==> config.mk <==
export PLATFORM = sky130hd
export DESIGN_NAME = qsram_host_glue
export DESIGN_NICKNAME = d
export VERILOG_FILES = /design/src/qsram_host_pkg.sv /design/src/qsram_sync.sv /design/src/qsram_host_glue.sv
export SDC_FILE = /design/constraint.sdc
export NUM_CORES = 1
export LEC_CHECK = 0
export ABC_CLOCK_PERIOD_IN_PS = 1300
export BUFFER_PORTS_ARGS = -buffer_cell sky130_fd_sc_hd__buf_4
export CAP_MARGIN = 20
export CORE_MARGIN = 1.5
export CORE_UTILIZATION = 40
export DETAILED_ROUTE_END_ITERATION = 10
export PLACE_DENSITY_LB_ADDON = 0.1
export RECOVER_POWER = 100
export SYNTH_ARGS = -nofsm -noshare
export SYNTH_HDL_FRONTEND = slang
export SYNTH_SLANG_ARGS = --single-unit
==> constraint.sdc <==
create_clock -name i_core_clk -period 1.3 [get_ports i_core_clk]
set_input_delay 0.39 -clock i_core_clk [delete_from_list [all_inputs] [get_ports i_core_clk]]
set_output_delay 0.39 -clock i_core_clk [all_outputs]
set_load 0.05 [all_outputs]
==> src/qsram_host_pkg.sv <==
// Constants and carrier types for the host-side glue that drives a
// byte-wide self-refreshing RAM through its strobe pins.
// Assumes a 250 MHz core clock and a RAM that is clocked only by its
// address capture edge.
//
// Notes on behaviour
// - Host treats busy as wait and stretches the cycle until busy releases.
// - Host suppresses the capture edge during CPU refresh inside opcode fetch.
// - Host raises capture edge at fetch start by setting a flip-flop.
// - Host delays data strobe until after the capture edge has risen.
// - Host keeps write-enable inactive during fetch, interrupt acknowledge or read.
// - Host stops repeated capture edges on every clock during interrupt acknowledge.
// - Strobe bus: address strobe to capture, status to write-enable, strobe direct.

package qsram_host_pkg;

    // --------------------------------------------------------------
    // Timing
    // --------------------------------------------------------------
    localparam int CLK_PERIOD_PS  = 4000;
    localparam int DS_DELAY_NS    = 12;   // Strobe lag after capture edge
    localparam int DS_DELAY_CYC   = (DS_DELAY_NS * 1000 + CLK_PERIOD_PS - 1) / CLK_PERIOD_PS;
    localparam int SYNC_STAGES    = 3;
    localparam int REFRESH_ROWS   = 128;
    localparam int BUSY_COUNT     = 17;

    // --------------------------------------------------------------
    // Bus mode selection
    // --------------------------------------------------------------
    localparam logic MODE_FETCH_BUS  = 1'h0;  // Separate request/fetch lines
    localparam logic MODE_STROBE_BUS = 1'h1;  // Multiplexed strobe bus

    // CPU side control lines, all active high here
    typedef struct packed {
        logic opcode_fetch_cycle;
        logic memory_request;
        logic io_request;
        logic read;
        logic write;
        logic host_address_strobe;
        logic host_data_strobe;
        logic host_read_not_write;
    } cpu_ctl_t;

    // RAM pin levels (true pin polarity)
    typedef struct packed {
        logic address_capture_edge;   // Active high clock
        logic data_strobe_n;
        logic write_enable_n;
        logic chip_select_n;
    } ram_ctl_t;

endpackage

==> src/qsram_sync.sv <==
// Three-stage synchroniser for one asynchronous pin.
// Assumes a single core clock; the output changes once stages two and
// three agree.
`timescale 1ns/1ps

module qsram_sync
    import qsram_host_pkg::*;
#(
    parameter logic RESET_VAL = 1'h0
) (
    input  wire logic i_core_clk,  // Core clock
    input  wire logic i_srst,      // Synchronous reset
    input  wire logic i_pin,       // Raw asynchronous level
    output logic      o_level      // Filtered level
);

    logic [SYNC_STAGES-1:0] stage;

    // --------------------------------------------------------------
    // Shift chain; first stage feeds only the second
    // --------------------------------------------------------------
    always_ff @(posedge i_core_clk) begin
        if (i_srst) begin
            stage <= {SYNC_STAGES{RESET_VAL}};
        end else begin
            stage <= {stage[SYNC_STAGES-2:0], i_pin};
        end
    end

    // Accept a change only when two later stages agree
    always_ff @(posedge i_core_clk) begin
        if (i_srst) begin
            o_level <= RESET_VAL;
        end else if (stage[1] == stage[2]) begin
            o_level <= stage[2];
        end
    end

endmodule

==> src/qsram_host_glue.sv <==
// Host-side glue that turns CPU bus control lines into the RAM's
// capture edge, data strobe and write-enable, and turns RAM busy into
// a CPU wait request.
// Assumes CPU control lines are synchronous to i_core_clk; busy comes
// from an open-drain pin and is synchronised here.
`timescale 1ns/1ps

module qsram_host_glue
    import qsram_host_pkg::*;
#(
    parameter int DS_LAG = DS_DELAY_CYC   // Strobe falls this many cycles plus one after the capture edge
) (
    input  wire logic     i_core_clk,     // Core clock, 250 MHz
    input  wire logic     i_srst,         // Synchronous reset, active high
    input  wire logic     i_bus_mode,     // Fetch-style or strobe-style bus
    input  wire cpu_ctl_t i_cpu,          // CPU control lines, active high
    input  wire logic     i_cpu_clk_en,   // One-cycle pulse per CPU clock rise
    input  wire logic     i_sel,          // Address decode hit for this RAM
    input  wire logic     i_ram_busy_n,   // RAM busy pin, low means busy
    output ram_ctl_t      o_ram,          // RAM control pins
    output logic          o_cpu_wait      // Wait request to the CPU
);

    // Refuse strobe lags that the 4-bit age counter cannot reach
    if (DS_LAG < 1 || DS_LAG > 15) begin : g_lag_check
        $error("DS_LAG out of range");
    end

    // --------------------------------------------------------------
    // Busy input conditioning
    // --------------------------------------------------------------
    logic busy_n_s;

    qsram_sync #(
        .RESET_VAL (1'h1)
    ) u_busy_sync (
        .i_core_clk (i_core_clk),
        .i_srst     (i_srst),
        .i_pin      (i_ram_busy_n),
        .o_level    (busy_n_s)
    );

    // Busy is a wait request for as long as the RAM holds it low
    always_ff @(posedge i_core_clk) begin
        if (i_srst) begin
            o_cpu_wait <= 1'h0;
        end else begin
            o_cpu_wait <= ~busy_n_s;
        end
    end

    // --------------------------------------------------------------
    // Capture-edge flip-flop
    // --------------------------------------------------------------
    // Set at a fetch start, held through the whole fetch so the CPU's
    // own refresh request and interrupt-acknowledge clocks cannot
    // produce extra capture edges.
    logic fetch_hold;
    logic prev_fetch;
    logic ac_memory_request;
    logic next_ac;

    always_ff @(posedge i_core_clk) begin
        if (i_srst) begin
            prev_fetch <= 1'h0;
        end else if (i_cpu_clk_en) begin
            prev_fetch <= i_cpu.opcode_fetch_cycle;
        end
    end

    always_ff @(posedge i_core_clk) begin
        if (i_srst) begin
            fetch_hold <= 1'h0;
        end else if (i_cpu_clk_en) begin
            fetch_hold <= i_cpu.opcode_fetch_cycle;
        end
    end

    // Plain memory cycles clock the RAM from the request line
    assign ac_memory_request = i_cpu.memory_request & ~i_cpu.opcode_fetch_cycle
                   & ~i_cpu.io_request;

    always_comb begin
        if (i_bus_mode == MODE_STROBE_BUS) begin
            next_ac = i_cpu.host_address_strobe;
        end else if (i_cpu.opcode_fetch_cycle) begin
            // Raised at fetch start from the gated fetch and CPU clock;
            // refresh request later in the fetch is blocked here
            next_ac = fetch_hold | (i_cpu_clk_en & ~prev_fetch
                      & ~i_cpu.io_request) ? 1'h1 : o_ram.address_capture_edge;
            if (i_cpu.io_request) begin
                next_ac = o_ram.address_capture_edge;
            end
        end else begin
            next_ac = ac_memory_request;
        end
    end

    always_ff @(posedge i_core_clk) begin
        if (i_srst) begin
            o_ram.address_capture_edge <= 1'h0;
        end else begin
            o_ram.address_capture_edge <= next_ac;
        end
    end

    // --------------------------------------------------------------
    // Data strobe delay line
    // --------------------------------------------------------------
    // On the fetch-style bus the strobe may only fall after the capture edge
    // has been high for DS_LAG cycles; the strobe bus passes the CPU strobe straight through.
    logic [3:0] ac_age;
    logic       ds_req;

    always_ff @(posedge i_core_clk) begin
        if (i_srst) begin
            ac_age <= 4'h0;
        end else if (!o_ram.address_capture_edge) begin
            ac_age <= 4'h0;
        end else if (ac_age != 4'(DS_LAG)) begin
            ac_age <= ac_age + 4'h1;
        end
    end

    assign ds_req = (i_bus_mode == MODE_STROBE_BUS) ? i_cpu.host_data_strobe
                  : (i_cpu.read | i_cpu.write) & i_cpu.memory_request;

    always_ff @(posedge i_core_clk) begin
        if (i_srst) begin
            o_ram.data_strobe_n <= 1'h1;
        end else if (i_bus_mode == MODE_STROBE_BUS) begin
            o_ram.data_strobe_n <= ~ds_req;
        end else begin
            o_ram.data_strobe_n <= ~(ds_req && ac_age == 4'(DS_LAG));
        end
    end

    // --------------------------------------------------------------
    // Write-enable and select
    // --------------------------------------------------------------
    always_ff @(posedge i_core_clk) begin
        if (i_srst) begin
            o_ram.write_enable_n <= 1'h1;
        end else if (i_bus_mode == MODE_STROBE_BUS) begin
            o_ram.write_enable_n <= i_cpu.host_read_not_write;
        end else begin
            o_ram.write_enable_n <= i_cpu.opcode_fetch_cycle | i_cpu.read
                                  | ~i_cpu.write;
        end
    end

    always_ff @(posedge i_core_clk) begin
        if (i_srst) begin
            o_ram.chip_select_n <= 1'h1;
        end else begin
            o_ram.chip_select_n <= ~i_sel;
        end
    end

    // --------------------------------------------------------------
    // Checks
    // --------------------------------------------------------------
    a_wait_follows_busy: assert property (@(posedge i_core_clk) disable iff (i_srst)
        $fell(busy_n_s) |=> o_cpu_wait)
        else $error("wait not raised after busy");

    a_ds_after_ac: assert property (@(posedge i_core_clk) disable iff (i_srst)
        (i_bus_mode == MODE_FETCH_BUS && $fell(o_ram.data_strobe_n))
        |-> $past(o_ram.address_capture_edge))
        else $error("strobe fell before capture edge");

    a_we_held_fetch: assert property (@(posedge i_core_clk) disable iff (i_srst)
        (i_bus_mode == MODE_FETCH_BUS && (i_cpu.opcode_fetch_cycle || i_cpu.read))
        |=> o_ram.write_enable_n)
        else $error("write-enable active in fetch or read");

    a_iack_no_edge: assert property (@(posedge i_core_clk) disable iff (i_srst)
        (i_bus_mode == MODE_FETCH_BUS && i_cpu.opcode_fetch_cycle && i_cpu.io_request
         && $past(i_cpu.io_request)) |=> !$rose(o_ram.address_capture_edge))
        else $error("capture edge during interrupt acknowledge");

    a_strobe_map: assert property (@(posedge i_core_clk) disable iff (i_srst)
        (i_bus_mode == MODE_STROBE_BUS && $past(i_bus_mode) == MODE_STROBE_BUS)
        |-> o_ram.address_capture_edge == $past(i_cpu.host_address_strobe))
        else $error("capture edge not following address strobe");

    a_fetch_raise: assert property (@(posedge i_core_clk) disable iff (i_srst)
        (i_bus_mode == MODE_FETCH_BUS && i_cpu.opcode_fetch_cycle && fetch_hold
         && !i_cpu.io_request) |=> o_ram.address_capture_edge)
        else $error("capture edge low during fetch");

endmodule

==> impl_results.md, run 1 <==
- Status: finished clean
- Slew Limit Fails: 0
- CTS Sinks: 14
- Met1 usage: 0.159
- Routed wire per std cell: 9.54 um
- Syn avg cell area: 10.2 um^2
- CP top delay family: flip-flops
- Via-to-Cell Ratio: 4.80
- Worst Path Buf+Inv: 1
- Post-route setup TNS: 0 ns
- Largest fanout on the critical path: 3
- Die Area: 0.00155 mm^2
- Total global routing overflow: 0
- Yosys cell types: 21
- Met3 usage: 0.0341
- Hold path start: i_sel
- Post-CTS setup repair buffer count: 0
- Tcrit/Tclk final: 0.955
- RR Endpoint: o_ram[2]$_SDFF_PP1_
- Count leader, synth: dfxtp_1
- Die Width: 39.4 um
- CTS tree: done
- Initial drt markers: 1
- Drt total wl: 830 um
- Sequential fraction of the synthesis area: 0.528
- Standard-cell row count: 12
- TritonCTS Buffers: 3
- Clock Latency Late Sink: 0.27 ns
- Pin count of the biggest net entering global routing: 12
- Count of mapped cells out of synthesis: 52
- Synth area leaders: dfxtp_1 53%, nor2_1 5.7%, o21bai_1 4.2%
- Worst hold path type: input pin to register
- P per Cell Area: 1210 mW/mm^2
- Cell leakage power: 0.302 nW
- WHS: 0.278 ns
- Commonest cells in the netlist: 14 x dfxtp_1, 8 x nor2_1
- Clock skew: 0.00279 ns
- Yosys top cell area share: 0.528
- CP arrival: 0.85 ns
- Placer Congestion: 0.634
- Core box area: 0.00117 mm^2
- Worst slew pin tran: 0.372 ns
- TritonRoute pass-1 iters: 4
- Nets: 89
- FF-to-FF setup slack: 0.07 ns
- Slowest-stage cell, CP: dfxtp_1
- Vias in the first global route: 342
- CP max stage delay: 0.37 ns
- CTS max path bufs: 2
- Filler cells: 109
- YS warnings: 0
- Grt met2 use: 0.193
- Total vias in the final route: 418
- Unrepaired setup endpoints after global routing: no
- Syn Nets: 67
- Initial antenna violation count: 0
- Finish-stage setup viols: 0
- Slew Limit Headroom: 0.752
- Layout cell share with drive strength beyond 1: 0.384
- Endpoints failing hold: 0
- EDFF count, synth: 0
- Clock Tree Root: clkbuf_4
- Critical Path End Type: primary output
- Worst endpoint required time: 0.91 ns
- Peak Freq: 805 MHz
- Max-cap violations: 0
- Ys async rst share: 0
- Largest area contributor in the netlist: dfxtp_1
- R2r worst-path depth: 4
- Critical-path cell list: buf_4
- Initial core utilization: 0.453
- # resized after CTS: 0
- Synth Register Bits: 14
- Top-Level Pins: 19
- Hold_buf cts: 0
- Dominant synthesized flop cell: dfxtp_1
- Maximum VDD drop: 0.529 mV
- Worst setup path category: register to primary output
- Hold Crit Endpoint: o_ram[0]$_SDFF_PP1_
- Total global-route track usage: 0.128
- GR peak layer: met2
- Final core occ: 0.601
- Final antenna-violating net count: 0
- First-pass GRT wire length: 1320 um
- Drt drc: 0
- H-tree levels: 1
- Post-synthesis cell area: 531 um^2
- IO Port Bufs: 18
- Number of diodes: 0
- Synth-to-layout area growth: 32.8%
- Crit path launch type: register
- Fin crit period: 1.24 ns
- CTS clock-pin slew for the worst setup and hold paths: 0.08 ns
- Die Y: 39.4 um
- RR Startpoint: ac_age[0]$_SDFFE_PP0P_
- Hold depth: 2
[sequential cells by signal, summed over array words and instances (netlist names)]
signal / cells
ac_age: 4
fetch_hold: 1
o_cpu_wait: 1
o_ram: 4
u_busy_sync.o_level: 1
u_busy_sync.stage: 3
[final cells by class]
type / instances / area (um^2) / share of cell area
flip-flops and latches: 14 / 283 / 0.401
multi-input cells: 36 / 241 / 0.343
repair buffers: 18 / 123 / 0.174
clock buffers: 4 / 36.3 / 0.0515
well taps: 14 / 17.5 / 0.0249
inverters: 1 / 3.75 / 0.00533
[report_power, final]
part / internal (mW) / switching [mW]
Clock: 0.170 / 0.134
Combinational: 0.0459 / 0.0501
Sequential: 0.443 / 0.00667
[cell families (layout without fill, tap and decap cells)]
group,after synthesis,count (layout),synth area share
adder cells (fa/ha/maj),1,1,0.0236
flip-flops,14,14,0.528
multiplexers,2,2,0.0377
AO/OA/AOI/OAI,10,10,0.127
AND/OR/NAND/NOR,21,21,0.229
XOR/XNOR,2,2,0.0330
buffers and inverters,2,23,0.0212
[how the worst max path moves through the flow]
| stage | cells after the start | endpoint | from |
|---|---|---|---|
| global placement | 4 | o_ram[2]$_SDFF_PP1_ | ac_age[0]$_SDFFE_PP0P_ |
| floorplan | 4 | o_ram[2]$_SDFF_PP1_ | ac_age[0]$_SDFFE_PP0P_ |
| CTS | 4 | o_ram[2]$_SDFF_PP1_ | ac_age[0]$_SDFFE_PP0P_ |
| finish | 1 | o_ram[3] | o_ram[3]$_SDFFE_PP0P_ |
| detailed placement | 4 | o_ram[2]$_SDFF_PP1_ | ac_age[0]$_SDFFE_PP0P_ |
| global route | 1 | o_ram[3] | o_ram[3]$_SDFFE_PP0P_ |
[cells in the final DEF, fill, tap and decap left out]
cell,instances
ha_2,1
nor4b_1,1
inv_1,1
buf_4,12
nand3_1,1
o2111ai_1,1
dfxtp_1,12
xor2_1,2
mux2i_1,2
nor2_1,8
clkbuf_1,2
nor2b_1,1
buf_2,2
o21bai_1,3
nand2_1,2
a21o_1,1
a31o_2,1
clkbuf_4,5
o21ai_0,1
clkbuf_8,1
or2_2,3
a21oi_1,3
nor3b_4,1
nand3b_1,1
dfxtp_2,2
nand2b_1,3
[layer usage]
| layer | part of all wire | vias up | wire [um] |
|---|---|---|---|
| li1 | - | 217 | - |
| met3 | 0.065 | 2 | 54 |
| met1 | 0.48 | 184 | 399 |
| met2 | 0.44 | 15 | 369 |
| met4 | 0.0084 | 0 | 7 |
| met5 | 0 | - | 0 |
[through the flow]
| stage | setup slack (ns) | power (mW) | area, um^2 | instances |
|---|---|---|---|---|
| final | 0.0579 | 0.850 | 704 | 87 |
| after global routing | 0.00139 | 0.888 | 704 | 87 |
| after floorplan | 0.150 | 0.513 | 531 | 52 |
| after detailed placement | 0.0304 | 0.561 | 676 | 83 |
| after global placement | 0.0960 | 0.562 | 676 | 83 |
| after CTS | 0.0139 | 0.869 | 712 | 87 |
No activity file was read; power rests on OpenSTA's default activity.
==> inputs of run 2 (changes only) <==
--- a/config.mk
+++ b/config.mk
@@ -8,9 +8,9 @@
 export ABC_CLOCK_PERIOD_IN_PS = 1300
 export BUFFER_PORTS_ARGS = -buffer_cell sky130_fd_sc_hd__buf_4
 export CAP_MARGIN = 20
-export CORE_MARGIN = 1.5
-export CORE_UTILIZATION = 40
+export CORE_AREA = 2 2 39 41
 export DETAILED_ROUTE_END_ITERATION = 10
+export DIE_AREA = 0 0 41 43
 export PLACE_DENSITY_LB_ADDON = 0.1
 export RECOVER_POWER = 100
 export SYNTH_ARGS = -nofsm -noshare
==> run 2 against run 1 <==
  * Critical path depth stayed put
  * First-iteration DRC count fell by 100%
  * Via count shrank 0.24%
  * Worst setup slack better by 0.010 ns
  * Non-clock buffer count grew 1
  * Cell area grew 2.0%
  * Highest routed layer unchanged
==> impl_results.md, run 2 (synthesis results as in run 1) <==
- IO Port Bufs: 18 (unchanged)
- HPWL after DPL: 684 um
- Initial drt markers: 0 (was 1)
- Initial antenna violation count: 0 (unchanged)
- Standard-cell row count: 14 (was 12)
- Total global routing overflow: 0 (unchanged)
- Hold depth: 2 (unchanged)
- Vias in the first global route: 374 (was 342)
- Synth-to-layout area growth: 35.4% (was 32.8%)
- Worst setup slack after layout: 0.0682 ns (was 0.0579 ns)
- Clock Tree Root: clkbuf_4 (unchanged)
- R2r worst-path depth: 4 (unchanged)
- Slew Limit Fails: 0 (unchanged)
- Via-to-Cell Ratio: 4.63 (was 4.80)
- Routed wire per std cell: 9.54 um (about the same)
- Drt drc: 0 (unchanged)
- Peak Freq: 812 MHz (was 805 MHz)
- Slowest-stage cell, CP: dfxtp_1 (unchanged)
- Crit path launch type: register (unchanged)
- Critical-path cell list: buf_4 (unchanged)
- CP top delay family: flip-flops (unchanged)
- Total global-route track usage: 0.122 (was 0.128)
- Multi-input gate area: 248 um^2 (was 241 um^2)
- Critical Path End Type: primary output (unchanged)
- Pin count of the biggest net entering global routing: 12 (unchanged)
- Placer Congestion: 0.648 (was 0.634)
- Finish-stage setup viols: 0 (unchanged)
- Largest regs: ac_age: 4 flops, o_ram: 4 flops, u_busy_sync.stage: 3 flops (unchanged)
- Status: finished clean (unchanged)
- FF-to-FF setup slack: 0.10 ns (was 0.07 ns)
- Largest fanout on the critical path: 3 (unchanged)
- Commonest non-fill, non-tap cells in the layout: 13 x buf_4, 12 x dfxtp_1, 8 x nor2_1 (was 12 x dfxtp_1, 12 x buf_4, 8 x nor2_1)
- Tcrit/Tclk final: 0.948 (was 0.955)
- Worst setup path category: register to primary output (unchanged)
- Worst Path Buf+Inv: 1 (unchanged)
- CTS Sinks: 14 (unchanged)
- Final antenna-violating net count: 0 (unchanged)
- Commonest non-fill, non-tap cell in the layout: buf_4
- Endpoints failing hold: 0 (unchanged)
- Post-route setup TNS: 0 ns (unchanged)
- Initial core utilization: 0.383 (was 0.453)
- CP Launch Point: o_ram[3]$_SDFFE_PP0P_ (unchanged)
- CTS max path bufs: 2 (unchanged)
- Nets: 90 (was 89)
- Unrepaired setup endpoints after global routing: no (unchanged)
- RR Endpoint: o_ram[2]$_SDFF_PP1_ (unchanged)
- Worst setup path endpoint: o_ram[3] (unchanged)
- P per Cell Area: 1180 mW/mm^2 (was 1210 mW/mm^2)
- Layout cell share with drive strength beyond 1: 0.405 (was 0.384)
- First-pass GRT wire length: 1440 um (was 1320 um)
- Slew Limit Headroom: 0.730 (was 0.752)
- Fin crit period: 1.23 ns (was 1.24 ns)
- Worst hold path type: input pin to register (unchanged)
- Die Y: 43 um (was 39.4 um)
- CTS clock-pin slew for the worst setup and hold paths: 0.08 ns (about the same)
- CP max stage delay: 0.36 ns (was 0.37 ns)
- Worst endpoint required time: 0.91 ns (about the same)
- CP arrival: 0.84 ns (was 0.85 ns)
- DP Worst Slack: 0.0483 ns (was 0.0304 ns)
- Die Width: 41 um (was 39.4 um)
- Maximum VDD drop: 0.570 mV (was 0.529 mV)
- H-tree levels: 1 (unchanged)
- Reg area: 283 um^2 (unchanged)
- Filler cells: 133 (was 109)
- Drt total wl: 859 um (was 830 um)
- Total vias in the final route: 417 (was 418)
- Cell leakage power: 0.308 nW (was 0.302 nW)
- Hold_buf cts: 0 (unchanged)
- CTS tree: done (unchanged)
- Core box area: 0.00138 mm^2 (was 0.00117 mm^2)
- Worst slew pin tran: 0.405 ns (was 0.372 ns)
- TritonCTS Buffers: 3 (unchanged)
- Number of diodes: 0 (unchanged)
- Die Area: 0.00176 mm^2 (was 0.00155 mm^2)
- Top-Level Pins: 19 (unchanged)
- Clock Latency Late Sink: 0.27 ns (about the same)
- Clock skew: 0.00176 ns (was 0.00279 ns)
- Worst path depth: 1 (unchanged)
- TritonRoute pass-1 iters: 1 (was 4)
- RR Startpoint: ac_age[0]$_SDFFE_PP0P_ (unchanged)
- Max-cap violations: 0 (unchanged)
==> run 2: cell types whose count changed in the layout (fill, tap and decap cells not counted) <==
cell / previous run / this run
o2111ai_2: 0 / 1
clkbuf_4: 5 / 4
buf_4: 12 / 13
o2111ai_1: 1 / 0
buf_2: 2 / 3
==> run 2: worst min path at each step <==
stage / from / endpoint
finish: i_sel / o_ram[0]$_SDFF_PP1_
global route: i_ram_busy_n / u_busy_sync.stage[0]$_SDFF_PP1_
CTS: i_sel / o_ram[0]$_SDFF_PP1_
detailed placement: u_busy_sync.stage[0]$_SDFF_PP1_ / u_busy_sync.stage[1]$_SDFF_PP1_
global placement: u_busy_sync.stage[0]$_SDFF_PP1_ / u_busy_sync.stage[1]$_SDFF_PP1_
floorplan: u_busy_sync.stage[0]$_SDFF_PP1_ / u_busy_sync.stage[1]$_SDFF_PP1_
==> run 2: where the power goes <==
| part | internal (mW) | switching, mW | total [mW] |
|---|---|---|---|
| combinational | 0.0478 | 0.0525 | 0.100 |
| sequential | 0.443 | 0.00617 | 0.449 |
| clock | 0.170 | 0.130 | 0.300 |
==> run 2: timing repair <==
action | CTS | global route
resized for setup | 0 | 4
hold endpoints to repair | 0 | 0
setup endpoints to repair | 0 | 3
buffers inserted | 0 | 1
==> run 2: final cells by class <==
class	count	area share
Sequential cell	14	0.394
Inverter	1	0.00523
Clock buffer	4	0.0505
Tap cell	16	0.0279
Timing Repair Buffer	19	0.178
Multi-Input combinational cell	36	0.345
==> run 2: metrics by stage <==
stage | instance area, um^2 | utilization | cells | power (mW) | hold slack, ns
3_3_place_gp | 678 | 0.490 | 85 | 0.562 | 0.396
6_report | 718 | 0.519 | 90 | 0.849 | 0.280
5_1_grt | 718 | 0.519 | 90 | 0.894 | 0.288
2_1_floorplan | 531 | - | 52 | 0.513 | 0.389
3_5_place_dp | 678 | 0.490 | 85 | 0.562 | 0.399
4_1_cts | 714 | 0.516 | 89 | 0.864 | 0.273
==> run 2: layer usage <==
metal  wire length, um  vias to the layer above  part of all wire  GRT usage
met3                62                        2             0.072     0.0314
met1               406                      184              0.47      0.162
li1                  -                      218                 -          -
met2               385                       13              0.45      0.166
met5                 0                        -                 0          0
met4                 4                        0            0.0047     0.0800
==> inputs of run 3 (changes only) <==
--- a/config.mk
+++ b/config.mk
@@ -5,14 +5,15 @@
 export SDC_FILE = /design/constraint.sdc
 export NUM_CORES = 1
 export LEC_CHECK = 0
-export ABC_CLOCK_PERIOD_IN_PS = 1300
+export ABC_CLOCK_PERIOD_IN_PS = 1200
 export BUFFER_PORTS_ARGS = -buffer_cell sky130_fd_sc_hd__buf_4
 export CAP_MARGIN = 20
 export CORE_AREA = 2 2 39 41
 export DETAILED_ROUTE_END_ITERATION = 10
 export DIE_AREA = 0 0 41 43
-export PLACE_DENSITY_LB_ADDON = 0.1
+export PLACE_DENSITY_LB_ADDON = 0.15
 export RECOVER_POWER = 100
+export SLEW_MARGIN = 5
 export SYNTH_ARGS = -nofsm -noshare
 export SYNTH_HDL_FRONTEND = slang
 export SYNTH_SLANG_ARGS = --single-unit
==> constraint.sdc (replaced) <==
create_clock -name i_core_clk -period 1.2 [get_ports i_core_clk]
set_input_delay 0.36 -clock i_core_clk [delete_from_list [all_inputs] [get_ports i_core_clk]]
set_output_delay 0.36 -clock i_core_clk [all_outputs]
set_load 0.05 [all_outputs]
==> run 3 against run 2 <==
  * First-iteration DRC count is 4 higher
  * Cell area increased by 4.9%
  * Critical path depth rose by 3
  * Via count grew 4.6%
  * Global-route usage up 1.7 points
  * Worst hold slack lost 0.040 ns
  * Die area stayed put
  * Clock skew fell by 0.0011 ns
  * Final cell count rose by 2.2%
  * Sequential power grew 8.9%
  * Core utilization grew 2.5 points
  * Routed wire length increased by 17%
  * Critical endpoint is now o_ram[2]$_SDFF_PP1_
  * Highest routed layer unchanged
==> impl_results.md, run 3 (synthesis results as in run 1) <==
- Status: finished clean (unchanged)
- Clock skew: 0.000705 ns (was 0.00176 ns)
- Final antenna-violating net count: 0 (unchanged)
- Crit path launch type: register (unchanged)
- Tcrit/Tclk final: 0.968
- Vias in the first global route: 401 (was 374)
- Initial antenna violation count: 0 (unchanged)
- DP Worst Slack: -0.0345 ns (was 0.0483 ns)
- Top-Level Pins: 19 (unchanged)
- Peak Freq: 861 MHz
- Core box area: 0.00138 mm^2 (unchanged)
- Die Y: 43 um (unchanged)
- Drt total wl: 1000 um (was 859 um)
- Drt drc: 0 (unchanged)
- Number of diodes: 0 (unchanged)
- Clock Latency Late Sink: 0.27 ns (about the same)
- Design area: 753 um^2 (was 718 um^2)
- CTS Sinks: 14 (unchanged)
- P per Cell Area: 1250 mW/mm^2 (was 1180 mW/mm^2)
- TritonRoute pass-1 iters: 4 (was 1)
- Pin count of the biggest net entering global routing: 12 (unchanged)
- Hold path start: i_sel (unchanged)
- FF-to-FF setup slack: 0.04 ns (was 0.10 ns)
- RR Startpoint: ac_age[0]$_SDFFE_PP0P_ (unchanged)
- CTS clock-pin slew for the worst setup and hold paths: 0.08 ns (about the same)
- Die Area: 0.00176 mm^2 (unchanged)
- Placed cell area: 686 um^2 (was 678 um^2)
- Slew Limit Headroom: 0.826 (was 0.730)
- Cell leakage power: 0.327 nW (was 0.308 nW)
- IO Port Bufs: 18 (unchanged)
- Total global-route track usage: 0.139 (was 0.122)
- R2r worst-path depth: 4 (unchanged)
- Total vias in the final route: 436 (was 417)
- First-pass GRT wire length: 1600 um (was 1440 um)
- H-tree levels: 1 (unchanged)
- CTS tree: done (unchanged)
- Commonest non-fill, non-tap cell in the layout: buf_4 (unchanged)
- Placer Congestion: 0.712 (was 0.648)
- CP arrival: 1.34 ns (was 0.84 ns)
- Hold depth: 2 (unchanged)
- WHS: 0.241 ns (was 0.280 ns)
- Clock Tree Root: clkbuf_4 (unchanged)
- Commonest non-fill, non-tap cells in the layout: 19 x buf_4, 11 x dfxtp_1, 8 x nor2_1 (was 13 x buf_4, 12 x dfxtp_1, 8 x nor2_1)
- Hold Crit Endpoint: o_ram[0]$_SDFF_PP1_ (unchanged)
- Worst endpoint required time: 1.38 ns (was 0.91 ns)
- Largest regs: ac_age: 4 flops, o_ram: 4 flops, u_busy_sync.stage: 3 flops (unchanged)
- Synth-to-layout area growth: 42.0% (was 35.4%)
- Initial core utilization: 0.383 (unchanged)
- Filler cells: 150 (was 133)
- Max-cap violations: 0 (unchanged)
- Maximum VDD drop: 0.673 mV (was 0.570 mV)
- Die Width: 41 um (unchanged)
- Unrepaired setup endpoints after global routing: yes (was no)
- Slew Limit Fails: 0 (unchanged)
- Total global routing overflow: 0 (unchanged)
- Worst hold path type: input pin to register (unchanged)
- Endpoints failing hold: 0 (unchanged)
- Worst setup path category: register to register (was register to primary output)
- Nets: 92 (was 90)
- Largest fanout on the critical path: 3 (unchanged)
- Initial drt markers: 4 (was 0)
- Critical Path End Type: register (was primary output)
- Routed wire per std cell: 10.9 um (was 9.54 um)
- Finish-stage setup viols: 0 (unchanged)
- CTS max path bufs: 2 (unchanged)
- Standard-cell row count: 14 (unchanged)
- Worst slew pin tran: 0.257 ns (was 0.405 ns)
- Via-to-Cell Ratio: 4.74 (was 4.63)
- Layout cell share with drive strength beyond 1: 0.434 (was 0.405)
- TritonCTS Buffers: 3 (unchanged)
- RR Endpoint: o_ram[2]$_SDFF_PP1_ (unchanged)
- Fin crit period: 1.16 ns
- Worst setup slack after layout: 0.0388 ns (was 0.0682 ns)
-- run 3: power breakdown --
group          internal [mW]  total, mW  switching (mW)
combinational         0.0579      0.116          0.0577
clock                  0.184      0.336           0.152
sequential             0.481      0.489         0.00797
-- run 3: worst max-delay path by stage --
stage                            from                   to  cells after the start
4_1_cts        ac_age[0]$_SDFFE_PP0P_  o_ram[2]$_SDFF_PP1_                      4
3_5_place_dp   ac_age[1]$_SDFFE_PP0P_  o_ram[2]$_SDFF_PP1_                      4
2_1_floorplan  ac_age[0]$_SDFFE_PP0P_  o_ram[2]$_SDFF_PP1_                      4
5_1_grt        ac_age[0]$_SDFFE_PP0P_  o_ram[2]$_SDFF_PP1_                      4
6_report       ac_age[0]$_SDFFE_PP0P_  o_ram[2]$_SDFF_PP1_                      4
3_3_place_gp   ac_age[1]$_SDFFE_PP0P_  o_ram[2]$_SDFF_PP1_                      4
-- run 3: what timing repair did --
action,4_1_cts,5_1_grt
hold buffers,0,0
setup buffers,1,1
pin swaps,1,1
resized for setup,5,1
endpoints found under the setup margin,2,2
-- run 3: critical path: stages, from the launching register on --
cell and delay (ns):
dfxtp_2 0.36, ha_4 0.14, nor3b_4 0.25, o2111ai_1 0.15, a21o_1 0.17
-- run 3: area by class of cell --
| cell class | count | area (um^2) | area share |
|---|---|---|---|
| inverter | 1 | 3.75 | 0.00498 |
| clock buffer | 4 | 36.3 | 0.0482 |
| sequential | 14 | 284 | 0.377 |
| tap | 16 | 20.0 | 0.0266 |
| timing repair buffer | 21 | 158 | 0.209 |
| multi-input combinational | 36 | 251 | 0.334 |
-- run 3: routing by layer --
layer  GRT usage  vias to the layer above  wire length [um]
met5           0                        -                 0
met4       0.100                        0                 6
met3      0.0314                        2                42
met2       0.197                       10               498
met1       0.174                      196               453
li1            -                      228                 -
-- run 3: stage by stage --
| stage | TNS, ns | instances | power [mW] | util |
|---|---|---|---|---|
| after floorplan | 0 | 52 | 0.556 | - |
| after global placement | 0 | 86 | 0.611 | 0.495 |
| after detailed placement | -0.0345 | 86 | 0.611 | 0.495 |
| after CTS | 0 | 91 | 0.956 | 0.534 |
| after global routing | -0.0310 | 92 | 0.982 | 0.544 |
| final | 0 | 92 | 0.940 | 0.544 |
